--- config.mk ---
export PLATFORM = sky130hd
export DESIGN_NAME = psc_top
export DESIGN_NICKNAME = d
export VERILOG_FILES = /design/src/verilog/psc_pkg.sv /design/src/verilog/psc_top.sv
export VERILOG_INCLUDE_DIRS = /design/src /design/src/verilog
export SDC_FILE = /design/constraint.sdc
export NUM_CORES = 1
export LEC_CHECK = 0
export ABC_AREA = 0
export BUFFER_PORTS_ARGS = -buffer_cell sky130_fd_sc_hd__buf_4
export CAP_MARGIN = 20
export CORE_MARGIN = 2
export CORE_UTILIZATION = 35
export CTS_CLUSTER_DIAMETER = 100
export DETAILED_ROUTE_END_ITERATION = 16
export SYNTH_ARGS = -nofsm -noshare
export SYNTH_HDL_FRONTEND = slang
export SYNTH_SLANG_ARGS = --single-unit
--- constraint.sdc ---
create_clock -name MCLK -period 1.7 [get_ports MCLK]
set_clock_uncertainty 0.1 [all_clocks]
set_input_delay 0.085 -clock MCLK [delete_from_list [all_inputs] [get_ports MCLK]]
set_output_delay 0.085 -clock MCLK [all_outputs]
set_load 0.01 [all_outputs]
--- src/verilog/psc_map.svh ---
// Purpose: constants of the synthesizer control and status block
// Assumes: byte offsets on a 24-bit address, 16-bit data
// Notes:   definitions only
`ifndef PSC_MAP_SVH
`define PSC_MAP_SVH
`define PSC_CTRL_ADDR   24'hc3_0000
`define PSC_STAT_ADDR   24'hc3_0002
`define PSC_CTRL_RST    16'h2100
`define PSC_CTRL_WMASK  16'hffec
`define PSC_ST_MODE     7
`define PSC_ST_SEL      6
`define PSC_ST_REF      5
`define PSC_ST_PLL_LOCKED_STICKY    4
`define PSC_ST_LOCK     3
`define PSC_ST_CLK_LOSS_STICKY     2
`define PSC_STP_ALL     2'h0
`define PSC_STP_NOCLK   2'h1
`define PSC_STP_NOPLL   2'h2
`define PSC_STP_NOOSC   2'h3
`define PSC_MODE_EXT    3'h0
`define PSC_MODE_1TO1   3'h4
`define PSC_MODE_NEXT   3'h6
`define PSC_MODE_NXTAL  3'h7
`define PSC_MFD_OFS     4'h2
`define PSC_ONE_MULT    4'h1
`define PSC_EXT_SHIFT   3'h1
`endif

--- src/verilog/psc_pkg.sv ---
// Purpose: types of the synthesizer control and status block
// Assumes: constants live in psc_map.svh
// Notes:   control layout follows the bus word bit by bit
package psc_pkg;
    typedef struct packed {
        logic       lol_reset_en;
        logic [2:0] feedback_multiplier;
        logic       clk_loss_reset_en;
        logic [2:0] ref_freq_divider;
        logic       clk_loss_detect_en;
        logic       sysclk_output_pin_disable;
        logic       fast_wake;
        logic       zero4;
        logic [1:0] stop_gating_sel;
        logic [1:0] zero10;
    } psc_ctrl_t;
    typedef struct packed {
        logic clock_source_sel;
        logic pll_ratio_sel;
        logic pll_reference_sel;
    } psc_mode_t;
    typedef enum logic [2:0] {
        ST_INIT, ST_RUN, ST_STOP, ST_WAKE_LOCK, ST_WAKE_OSC
    } psc_state_t;
endpackage : psc_pkg

--- src/verilog/psc_top.sv ---
// Purpose: control and status of a PLL system clock synthesizer
// Assumes: lock detector, oscillator and PLL are analog, outside
// Notes:   status read data are registered, one cycle late
//
// Our own choice: the address-and-strobe port.
`timescale 1ns/10ps
`include "psc_map.svh"

// How it works
// - normal-mode system ratio is (multiplier+2) over 2 to the divider power.
// - lock drops on multiplier change or PLL disabled in stop.
// - loss-of-clock reset when reset enable, detect enable, sticky set.
// - external mode ignores detect, reset enable, divider, fast wake.
// - divider change no relock, applied at system clock falling edge.
// - detect enable turns clock-loss detection on and off only.
// - clock-out disable holds pin low, else pin shows system clock.
// - fast wake enables clocks at once, else waits for lock.
// - slow wake after unintended loss uses self-clocked or ref mode.
// - stop disables system clocks; stop field gates PLL, osc, pin.
// - status always readable; writes to it do nothing, no error.
// - mode straps latched at reset encode the four clock modes.
// - sticky lock set on lock after reset or multiplier change.
// - sticky lock frozen over PLL-off stop, hidden after fast wake from it.
// - sticky lock after reset is clear external, set in PLL modes.
// - live lock follows the lock detector thresholds.
// - read coinciding with flag change may show the old value.
// - live lock feeds power-on reset release; clear in external mode.
// - sticky clock loss set by failure when enabled; 0 external.
// - after fast wake from full stop, clock loss reads set till osc.
module psc_top
(
    // clock and reset
    input  wire logic        MCLK,
    input  wire logic        RESET_N,
    // register port
    input  wire logic [23:0] ADDR,
    input  wire logic [15:0] WDATA,
    input  wire logic        WR,
    input  wire logic        RD,
    output logic      [15:0] RDATA,
    // mode straps, caught after reset release
    input  wire logic        STRAP_PLL_EN,
    input  wire logic        STRAP_PLL_SEL,
    input  wire logic        STRAP_PLL_REF,
    // analog status
    input  wire logic        LOCK_DET,
    input  wire logic        REF_FAIL,
    input  wire logic        PLL_FAIL,
    input  wire logic        OSC_READY,
    // power manager
    input  wire logic        STOP_REQ,
    // synthesizer controls
    output logic      [2:0]  FB_MULT,
    output logic      [3:0]  SYS_MULT,
    output logic      [2:0]  SYS_SHIFT,
    output logic             RELOCK,
    output logic             PLL_EN,
    output logic             OSC_EN,
    output logic             SYSCLK_EN,
    output logic             SCM_MODE,
    output logic             REF_MODE,
    output logic             LOCK_OUT,
    output logic             LOC_RESET,
    output logic             SYSCLK_OUTPUT_PIN
);
    psc_pkg::psc_ctrl_t  ctrl_r;
    psc_pkg::psc_ctrl_t  ctrl_nxt;
    psc_pkg::psc_mode_t  mode_r;
    psc_pkg::psc_state_t state_r;
    psc_pkg::psc_state_t state_nxt;
    logic [15:0] rdata_nxt;
    logic [7:0]  status;
    logic [2:0]  rfd_eff_r;
    logic [3:0]  mult_nxt;
    logic [2:0]  shift_nxt;
    logic        phase_r;
    logic        lock_r;
    logic        lock_nxt;
    logic        pll_locked_sticky_r;
    logic        pll_locked_sticky_nxt;
    logic        arm_r;
    logic        hide_r;
    logic        clk_loss_sticky_r;
    logic        lost_osc_r;
    logic        lost_pll_r;
    logic        scm_nxt;
    logic        refm_nxt;

    function automatic logic hit(input logic [23:0] a,
                                 input logic [23:0] b);
        hit = (a == b);
    endfunction : hit

    // decode
    wire logic ctrl_sel  = hit(ADDR, `PSC_CTRL_ADDR);
    wire logic stat_sel  = hit(ADDR, `PSC_STAT_ADDR);
    wire logic ctrl_wr   = WR && ctrl_sel;
    wire logic pll_mode  = mode_r.clock_source_sel;
    wire logic norm_mode = pll_mode && mode_r.pll_ratio_sel;
    wire logic in_stop   = (state_r == psc_pkg::ST_STOP);
    wire logic wake_osc  = (state_r == psc_pkg::ST_WAKE_OSC);
    wire logic [1:0] stp = ctrl_r.stop_gating_sel;

    // writes to status fall through untouched and need no error
    assign ctrl_nxt = ctrl_wr ? psc_pkg::psc_ctrl_t'(WDATA
                      & `PSC_CTRL_WMASK) : ctrl_r;

    wire logic mfd_chg = ctrl_wr && (WDATA[14:12]
                         != ctrl_r.feedback_multiplier);
    wire logic pll_off = in_stop && stp[1];
    wire logic osc_off = in_stop && (stp == `PSC_STP_NOOSC);
    wire logic pin_off = in_stop && (stp != `PSC_STP_ALL);
    wire logic fw_eff  = ctrl_r.fast_wake && pll_mode;
    wire logic det_en  = pll_mode && ctrl_r.clk_loss_detect_en;
    wire logic fail    = REF_FAIL || PLL_FAIL;
    wire logic wake    = in_stop && !STOP_REQ;
    wire logic lost    = lost_osc_r || lost_pll_r;

    // stop and wakeup sequencing
    always_comb
    begin
        state_nxt = state_r;
        case (state_r)
            // a stop already pending at release goes straight to stop
            psc_pkg::ST_INIT:
                if (STOP_REQ)
                    state_nxt = psc_pkg::ST_STOP;
                else
                    state_nxt = psc_pkg::ST_RUN;
            psc_pkg::ST_RUN:
                if (STOP_REQ)
                    state_nxt = psc_pkg::ST_STOP;
            psc_pkg::ST_STOP:
                if (!STOP_REQ)
                begin
                    if (!pll_mode)
                        state_nxt = psc_pkg::ST_RUN;
                    else if (fw_eff && stp == `PSC_STP_NOOSC)
                        state_nxt = psc_pkg::ST_WAKE_OSC;
                    else if (fw_eff || lost)
                        state_nxt = psc_pkg::ST_RUN;
                    else
                        state_nxt = psc_pkg::ST_WAKE_LOCK;
                end
            // a new stop during a wake wins, so clocks never run in stop
            psc_pkg::ST_WAKE_LOCK:
                if (STOP_REQ)
                    state_nxt = psc_pkg::ST_STOP;
                else if (LOCK_DET)
                    state_nxt = psc_pkg::ST_RUN;
            psc_pkg::ST_WAKE_OSC:
                if (STOP_REQ)
                    state_nxt = psc_pkg::ST_STOP;
                else if (OSC_READY)
                    state_nxt = psc_pkg::ST_RUN;
            default:
                state_nxt = psc_pkg::ST_INIT;
        endcase
    end

    // wake modes for a fast wake from full stop, or after a loss in a slow-wake stop
    assign scm_nxt  = (state_nxt == psc_pkg::ST_WAKE_OSC)
                      || (wake && !fw_eff && lost_osc_r)
                      || (SCM_MODE && !STOP_REQ
                          && !(wake_osc && OSC_READY));
    assign refm_nxt = (wake && !fw_eff && !lost_osc_r && lost_pll_r)
                      || (REF_MODE && !STOP_REQ);

    // live lock; forced low across a multiplier change or PLL-off stop
    assign lock_nxt = pll_mode && LOCK_DET && !mfd_chg
                      && !pll_off;
    wire logic lock_rise = lock_nxt && !lock_r;
    wire logic lock_fall = lock_r && !lock_nxt;

    // sticky lock: set wins over the clearing loss in one cycle
    always_comb
    begin
        pll_locked_sticky_nxt = pll_locked_sticky_r;
        if (state_r == psc_pkg::ST_INIT)
            pll_locked_sticky_nxt = STRAP_PLL_EN;
        else if (pll_off)
            pll_locked_sticky_nxt = pll_locked_sticky_r;
        else if (lock_rise && arm_r)
            pll_locked_sticky_nxt = 1'b1;
        else if (lock_fall && !hide_r)
            pll_locked_sticky_nxt = 1'b0;
    end

    // ratio handed to the synthesizer
    assign mult_nxt  = norm_mode ? ({1'b0, ctrl_r.feedback_multiplier}
                       + `PSC_MFD_OFS) : `PSC_ONE_MULT;
    assign shift_nxt = !pll_mode ? `PSC_EXT_SHIFT
                       : (norm_mode ? rfd_eff_r : 3'h0);

    // status image; unassigned bits stay zero
    always_comb
    begin
        status = 8'h00;
        status[`PSC_ST_MODE]  = mode_r.clock_source_sel;
        status[`PSC_ST_SEL]   = mode_r.pll_ratio_sel;
        status[`PSC_ST_REF]   = mode_r.pll_reference_sel;
        status[`PSC_ST_PLL_LOCKED_STICKY] = pll_locked_sticky_r && !hide_r;
        status[`PSC_ST_LOCK]  = lock_r;
        status[`PSC_ST_CLK_LOSS_STICKY]  = pll_mode && (clk_loss_sticky_r || wake_osc);
    end

    // read data come from the flags as they stood at the strobe
    always_comb
    begin
        rdata_nxt = 16'h0000;
        if (RD && ctrl_sel)
            rdata_nxt = ctrl_r;
        else if (RD && stat_sel)
            rdata_nxt = {8'h00, status};
    end

    always_ff @(posedge MCLK or negedge RESET_N)
    begin
        if (!RESET_N)
        begin
            state_r <= psc_pkg::ST_INIT;
            ctrl_r  <= psc_pkg::psc_ctrl_t'(`PSC_CTRL_RST);
            RDATA   <= 16'h0000;
        end
        else
        begin
            state_r <= state_nxt;
            ctrl_r  <= ctrl_nxt;
            RDATA   <= rdata_nxt;
        end
    end

    // straps are caught once, in the first cycle after release
    always_ff @(posedge MCLK or negedge RESET_N)
    begin
        if (!RESET_N)
            mode_r <= '0;
        else if (state_r == psc_pkg::ST_INIT)
            mode_r <= {STRAP_PLL_EN, STRAP_PLL_EN && STRAP_PLL_SEL,
                       STRAP_PLL_EN && STRAP_PLL_SEL
                       && STRAP_PLL_REF};
    end

    // lock flags
    always_ff @(posedge MCLK or negedge RESET_N)
    begin
        if (!RESET_N)
        begin
            lock_r  <= 1'b0;
            pll_locked_sticky_r <= 1'b0;
            arm_r   <= 1'b0;
            hide_r  <= 1'b0;
        end
        else
        begin
            lock_r  <= lock_nxt;
            pll_locked_sticky_r <= pll_locked_sticky_nxt;
            arm_r   <= (state_r == psc_pkg::ST_INIT) || mfd_chg
                       || (arm_r && !lock_rise);
            hide_r  <= (wake && fw_eff && stp[1])
                       || (hide_r && !lock_rise);
        end
    end

    // clock loss: sticky flag until reset, never in external mode; stop-loss flags clear out of stop
    always_ff @(posedge MCLK or negedge RESET_N)
    begin
        if (!RESET_N)
        begin
            clk_loss_sticky_r     <= 1'b0;
            lost_osc_r <= 1'b0;
            lost_pll_r <= 1'b0;
        end
        else
        begin
            clk_loss_sticky_r     <= clk_loss_sticky_r || ((det_en || wake_osc)
                          && pll_mode && fail);
            lost_osc_r <= in_stop && (lost_osc_r
                          || (!osc_off && REF_FAIL));
            lost_pll_r <= in_stop && (lost_pll_r
                          || (!pll_off && PLL_FAIL));
        end
    end

    // system clock model and divider hand-over
    always_ff @(posedge MCLK or negedge RESET_N)
    begin
        if (!RESET_N)
        begin
            phase_r   <= 1'b0;
            rfd_eff_r <= 3'h1;
        end
        else
        begin
            phase_r <= !phase_r;
            if (phase_r)
                rfd_eff_r <= ctrl_r.ref_freq_divider;
        end
    end

    // outputs, all registered; ratio first
    always_ff @(posedge MCLK or negedge RESET_N)
    begin
        if (!RESET_N)
        begin
            FB_MULT   <= 3'h0;
            SYS_MULT  <= 4'h0;
            SYS_SHIFT <= 3'h0;
            RELOCK    <= 1'b0;
        end
        else
        begin
            FB_MULT   <= ctrl_r.feedback_multiplier;
            SYS_MULT  <= mult_nxt;
            SYS_SHIFT <= shift_nxt;
            // divider writes never pulse this, so no relock
            RELOCK    <= mfd_chg && pll_mode;
        end
    end

    // stop gating of PLL, oscillator, system clocks and pin
    always_ff @(posedge MCLK or negedge RESET_N)
    begin
        if (!RESET_N)
        begin
            PLL_EN    <= 1'b0;
            OSC_EN    <= 1'b0;
            SYSCLK_EN <= 1'b0;
            SYSCLK_OUTPUT_PIN    <= 1'b0;
        end
        else
        begin
            PLL_EN    <= pll_mode && !pll_off;
            OSC_EN    <= !osc_off;
            SYSCLK_EN <= (state_nxt == psc_pkg::ST_RUN)
                         || (state_nxt == psc_pkg::ST_WAKE_OSC);
            // pin follows the modelled clock, held low when disabled
            SYSCLK_OUTPUT_PIN    <= !phase_r && !ctrl_r.sysclk_output_pin_disable
                         && !pin_off;
        end
    end

    // wake modes of the PLL
    always_ff @(posedge MCLK or negedge RESET_N)
    begin
        if (!RESET_N)
        begin
            SCM_MODE  <= 1'b0;
            REF_MODE  <= 1'b0;
        end
        else
        begin
            SCM_MODE  <= scm_nxt;
            REF_MODE  <= refm_nxt;
        end
    end

    // live lock and clock-loss reset request
    always_ff @(posedge MCLK or negedge RESET_N)
    begin
        if (!RESET_N)
        begin
            LOCK_OUT  <= 1'b0;
            LOC_RESET <= 1'b0;
        end
        else
        begin
            LOCK_OUT  <= lock_nxt;
            LOC_RESET <= det_en && ctrl_r.clk_loss_reset_en
                         && clk_loss_sticky_r;
        end
    end
endmodule : psc_top

==> out/summary.txt <==
Post-route ant nets: 0
PortBufs: 81
Clock Root Buffer: clkbuf_8
CP Max Fanout: 13
Die footprint: 8030 um2
Post-synth cell types: 47
Fin. Hold Viols: 0
Final #Nets: 383
CTS tree: built
Die width: 89.6 um
Synth area leader: dfrtp_1
RSZ-0062 raised after global routing: no
CP endpoint kind: flop
Commonest cells in the netlist: 59 x dfrtp_1, 16 x mux2_2, 14 x nand2_1, 14 x nor2_1, 10 x and2_1
PwrDens: 851 nW/um2
Netlist Area Pre-Place: 2570 um2
Initial DRC Count: 106
Largest net degree at the start of global routing: 39
Ant diodes: 0
Ranking of synthesized cells by area: dfrtp_1 58%, mux2_2 7.0%, dfstp_2 3.1%
First-pass GRT wire length: 9090 um
Core Area: 7180 um2
Number of enable flip-flop cells after synthesis: 0
Inst Count DP: 396
CP max-delay cell: dlygate4sd3_1
H-tree Lvls: 3
Max-Cap Viols: 0
Initial antenna violation count: 0
TritonCTS sink count: 62
# rows: 31
Fmax: 615 MHz
Status: completed
Post-Syn Area per Cell: 12.2 um2
Setup Buffers After CTS: 0
Vias per cell: 4.58
Synthesis warning total: 0
Io pins: 87
Post-DP HPWL: 4120 um
Hold crit path type: in -> reg
Syn Inst Count: 211
Synth top area share: 0.575
Worst slack, placed: 0.0597 ns
Post-DP Area: 3370 um2
# DRC: 0
Drt total wl: 5840 um
Crit path arrival time: 1.75 ns
Crit share post-route: 0.957
DR vias: 1987
Register area share after synthesis: 0.606
Max incr delay on CP: 0.55 ns
Worst Setup Path Type: in -> reg
Count leader, synth: dfrtp_1
Worst Path Required: 1.82 ns
Vias in the first global route: 1943
Slew Viols, Final: 0
Maximum clock insertion buffer count: 2
Wire per inst: 13.5 um
Post-route worst setup slack: 0.0732 ns
Final setup viols: 0
Routability congestion estimate: 0.844
Setup TNS: 0 ns
Maximum VDD drop: 0.443 mV
Layout cells sized above 1: 0.430
Asr flop ratio synth: 1.00
Total gr overflow: 0
Crit-path cells: dlygate4sd3_1 > buf_4 > nand3b_2 > nor3_4 > buf_12 > mux2_2
Seq cells post-synth: 62
Prevailing post-synth register cell: dfrtp_1
Clock transition at path regs: 0.07 ns
Clk Latency, worst-skew pair: 0.34 ns
Final min period: 1.63 ns
Pleak: 1.91 nW
Initial Utilization: 0.358
All-Layer GR Usage: 0.154
CP startpoint kind: primary input
Chip height: 89.6 um
Non-Filler Instances: 434
Design Area, Final: 3800 um2
Router iterations before antenna repair: 4
Layout area overhead: 48.0%
CTS buffer count: 9
==> worst paths after layout <==
kind | start | to | slack, ns | cells past startpoint
setup / recovery | ADDR[1] | stp[1] | 0.07 | 6
hold / removal | OSC_READY | SCM_MODE | 0.06 | 4
hold reg to reg | ctrl_r[13] | FB_MULT[1] | 0.35 | 0
setup reg to reg | lost_pll_r | SYSCLK_EN | 0.11 | 3
max in group asynchronous | RESET_N | rfd_eff_r[0] | 0.76 | 3
min in group asynchronous | RESET_N | RDATA[10] | 0.16 | 2
==> registers in the layout, summed over array words and instances, names as in the netlist, 2 cells and up <==
name       cells
SYS_MULT       4
stp            2
RDATA         14
SYS_SHIFT      3
state_r        3
mode_r         2
FB_MULT        3
rfd_eff_r      3
ctrl_r        11
==> per-stage QoR <==
step	utilization	power, mW	hold slack, ns
2_1_floorplan	-	1.73	-0.311
3_3_place_gp	0.470	1.94	-0.0173
3_5_place_dp	0.470	1.94	-0.0130
4_1_cts	0.528	3.27	0.0416
5_1_grt	0.529	3.38	0.0920
6_report	0.529	3.23	0.0637
==> metal layers <==
metal	part of all wire	vias up	GRT usage
li1	-	968	-
met1	0.45	948	0.196
met2	0.46	63	0.239
met3	0.066	8	0.0356
met4	0.021	0	0.0909
met5	0	-	0
==> critical path, delay by kind of cell <==
family	cells	cell delay, ns
simple gates	2	0.41
buf+inv	3	0.90
mux	1	0.34
==> layout make-up <==
class | instances | area, um2
fill | 645 | 3380
sequential | 62 | 1560
timing repair buffer | 117 | 958
multi-input combinational | 131 | 927
clock buffer | 10 | 138
tap | 99 | 124
clock inverter | 6 | 61.3
inverter | 9 | 33.8
==> cells by family (layout without fill, tap and decap cells) <==
group | count (synthesis) | count (layout) | synth area share
AND/OR/NAND/NOR | 80 | 80 | 0.195
other | 1 | 2 | 0.00146
buffers and inverters | 19 | 142 | 0.0366
AO/OA/AOI/OAI | 25 | 25 | 0.0600
multiplexers | 20 | 20 | 0.0858
XOR/XNOR | 3 | 3 | 0.0102
adder cells (fa/ha/maj) | 1 | 1 | 0.00487
flip-flops | 62 | 62 | 0.606
==> cell usage in the layout (no fill, tap or decap), types with 2 or more instances in the layout <==
master / n
a21oi_1: 6
a22oi_1: 2
and2_1: 10
and3_1: 5
buf_12: 2
buf_4: 93
clkbuf_8: 10
clkinv_2: 3
conb_1: 2
dfrtp_1: 58
dfstp_2: 3
dlygate4sd3_1: 22
inv_1: 9
mux2_2: 16
mux2i_1: 4
nand2_1: 14
nand2b_1: 3
nand3_1: 5
nand4_1: 3
nor2_1: 14
nor2b_1: 2
nor3_1: 6
nor4_2: 2
nor4b_2: 2
o21ai_0: 7
o21ai_1: 2
or2_2: 2
or3_1: 2
xor2_1: 3
==> power by group <==
group	total (mW)	internal, mW	switching (mW)
logic	0.380	0.208	0.172
clock network	1.28	0.711	0.570
registers	1.57	1.53	0.0418
==> timing repair <==
action / in CTS / in global routing
hold buffers: 22 / 0
endpoints found under the setup margin: 0 / 8
endpoints found under the hold margin: 89 / 0
gates resized for setup: 0 / 4
Power figures use the tool's default switching activity.
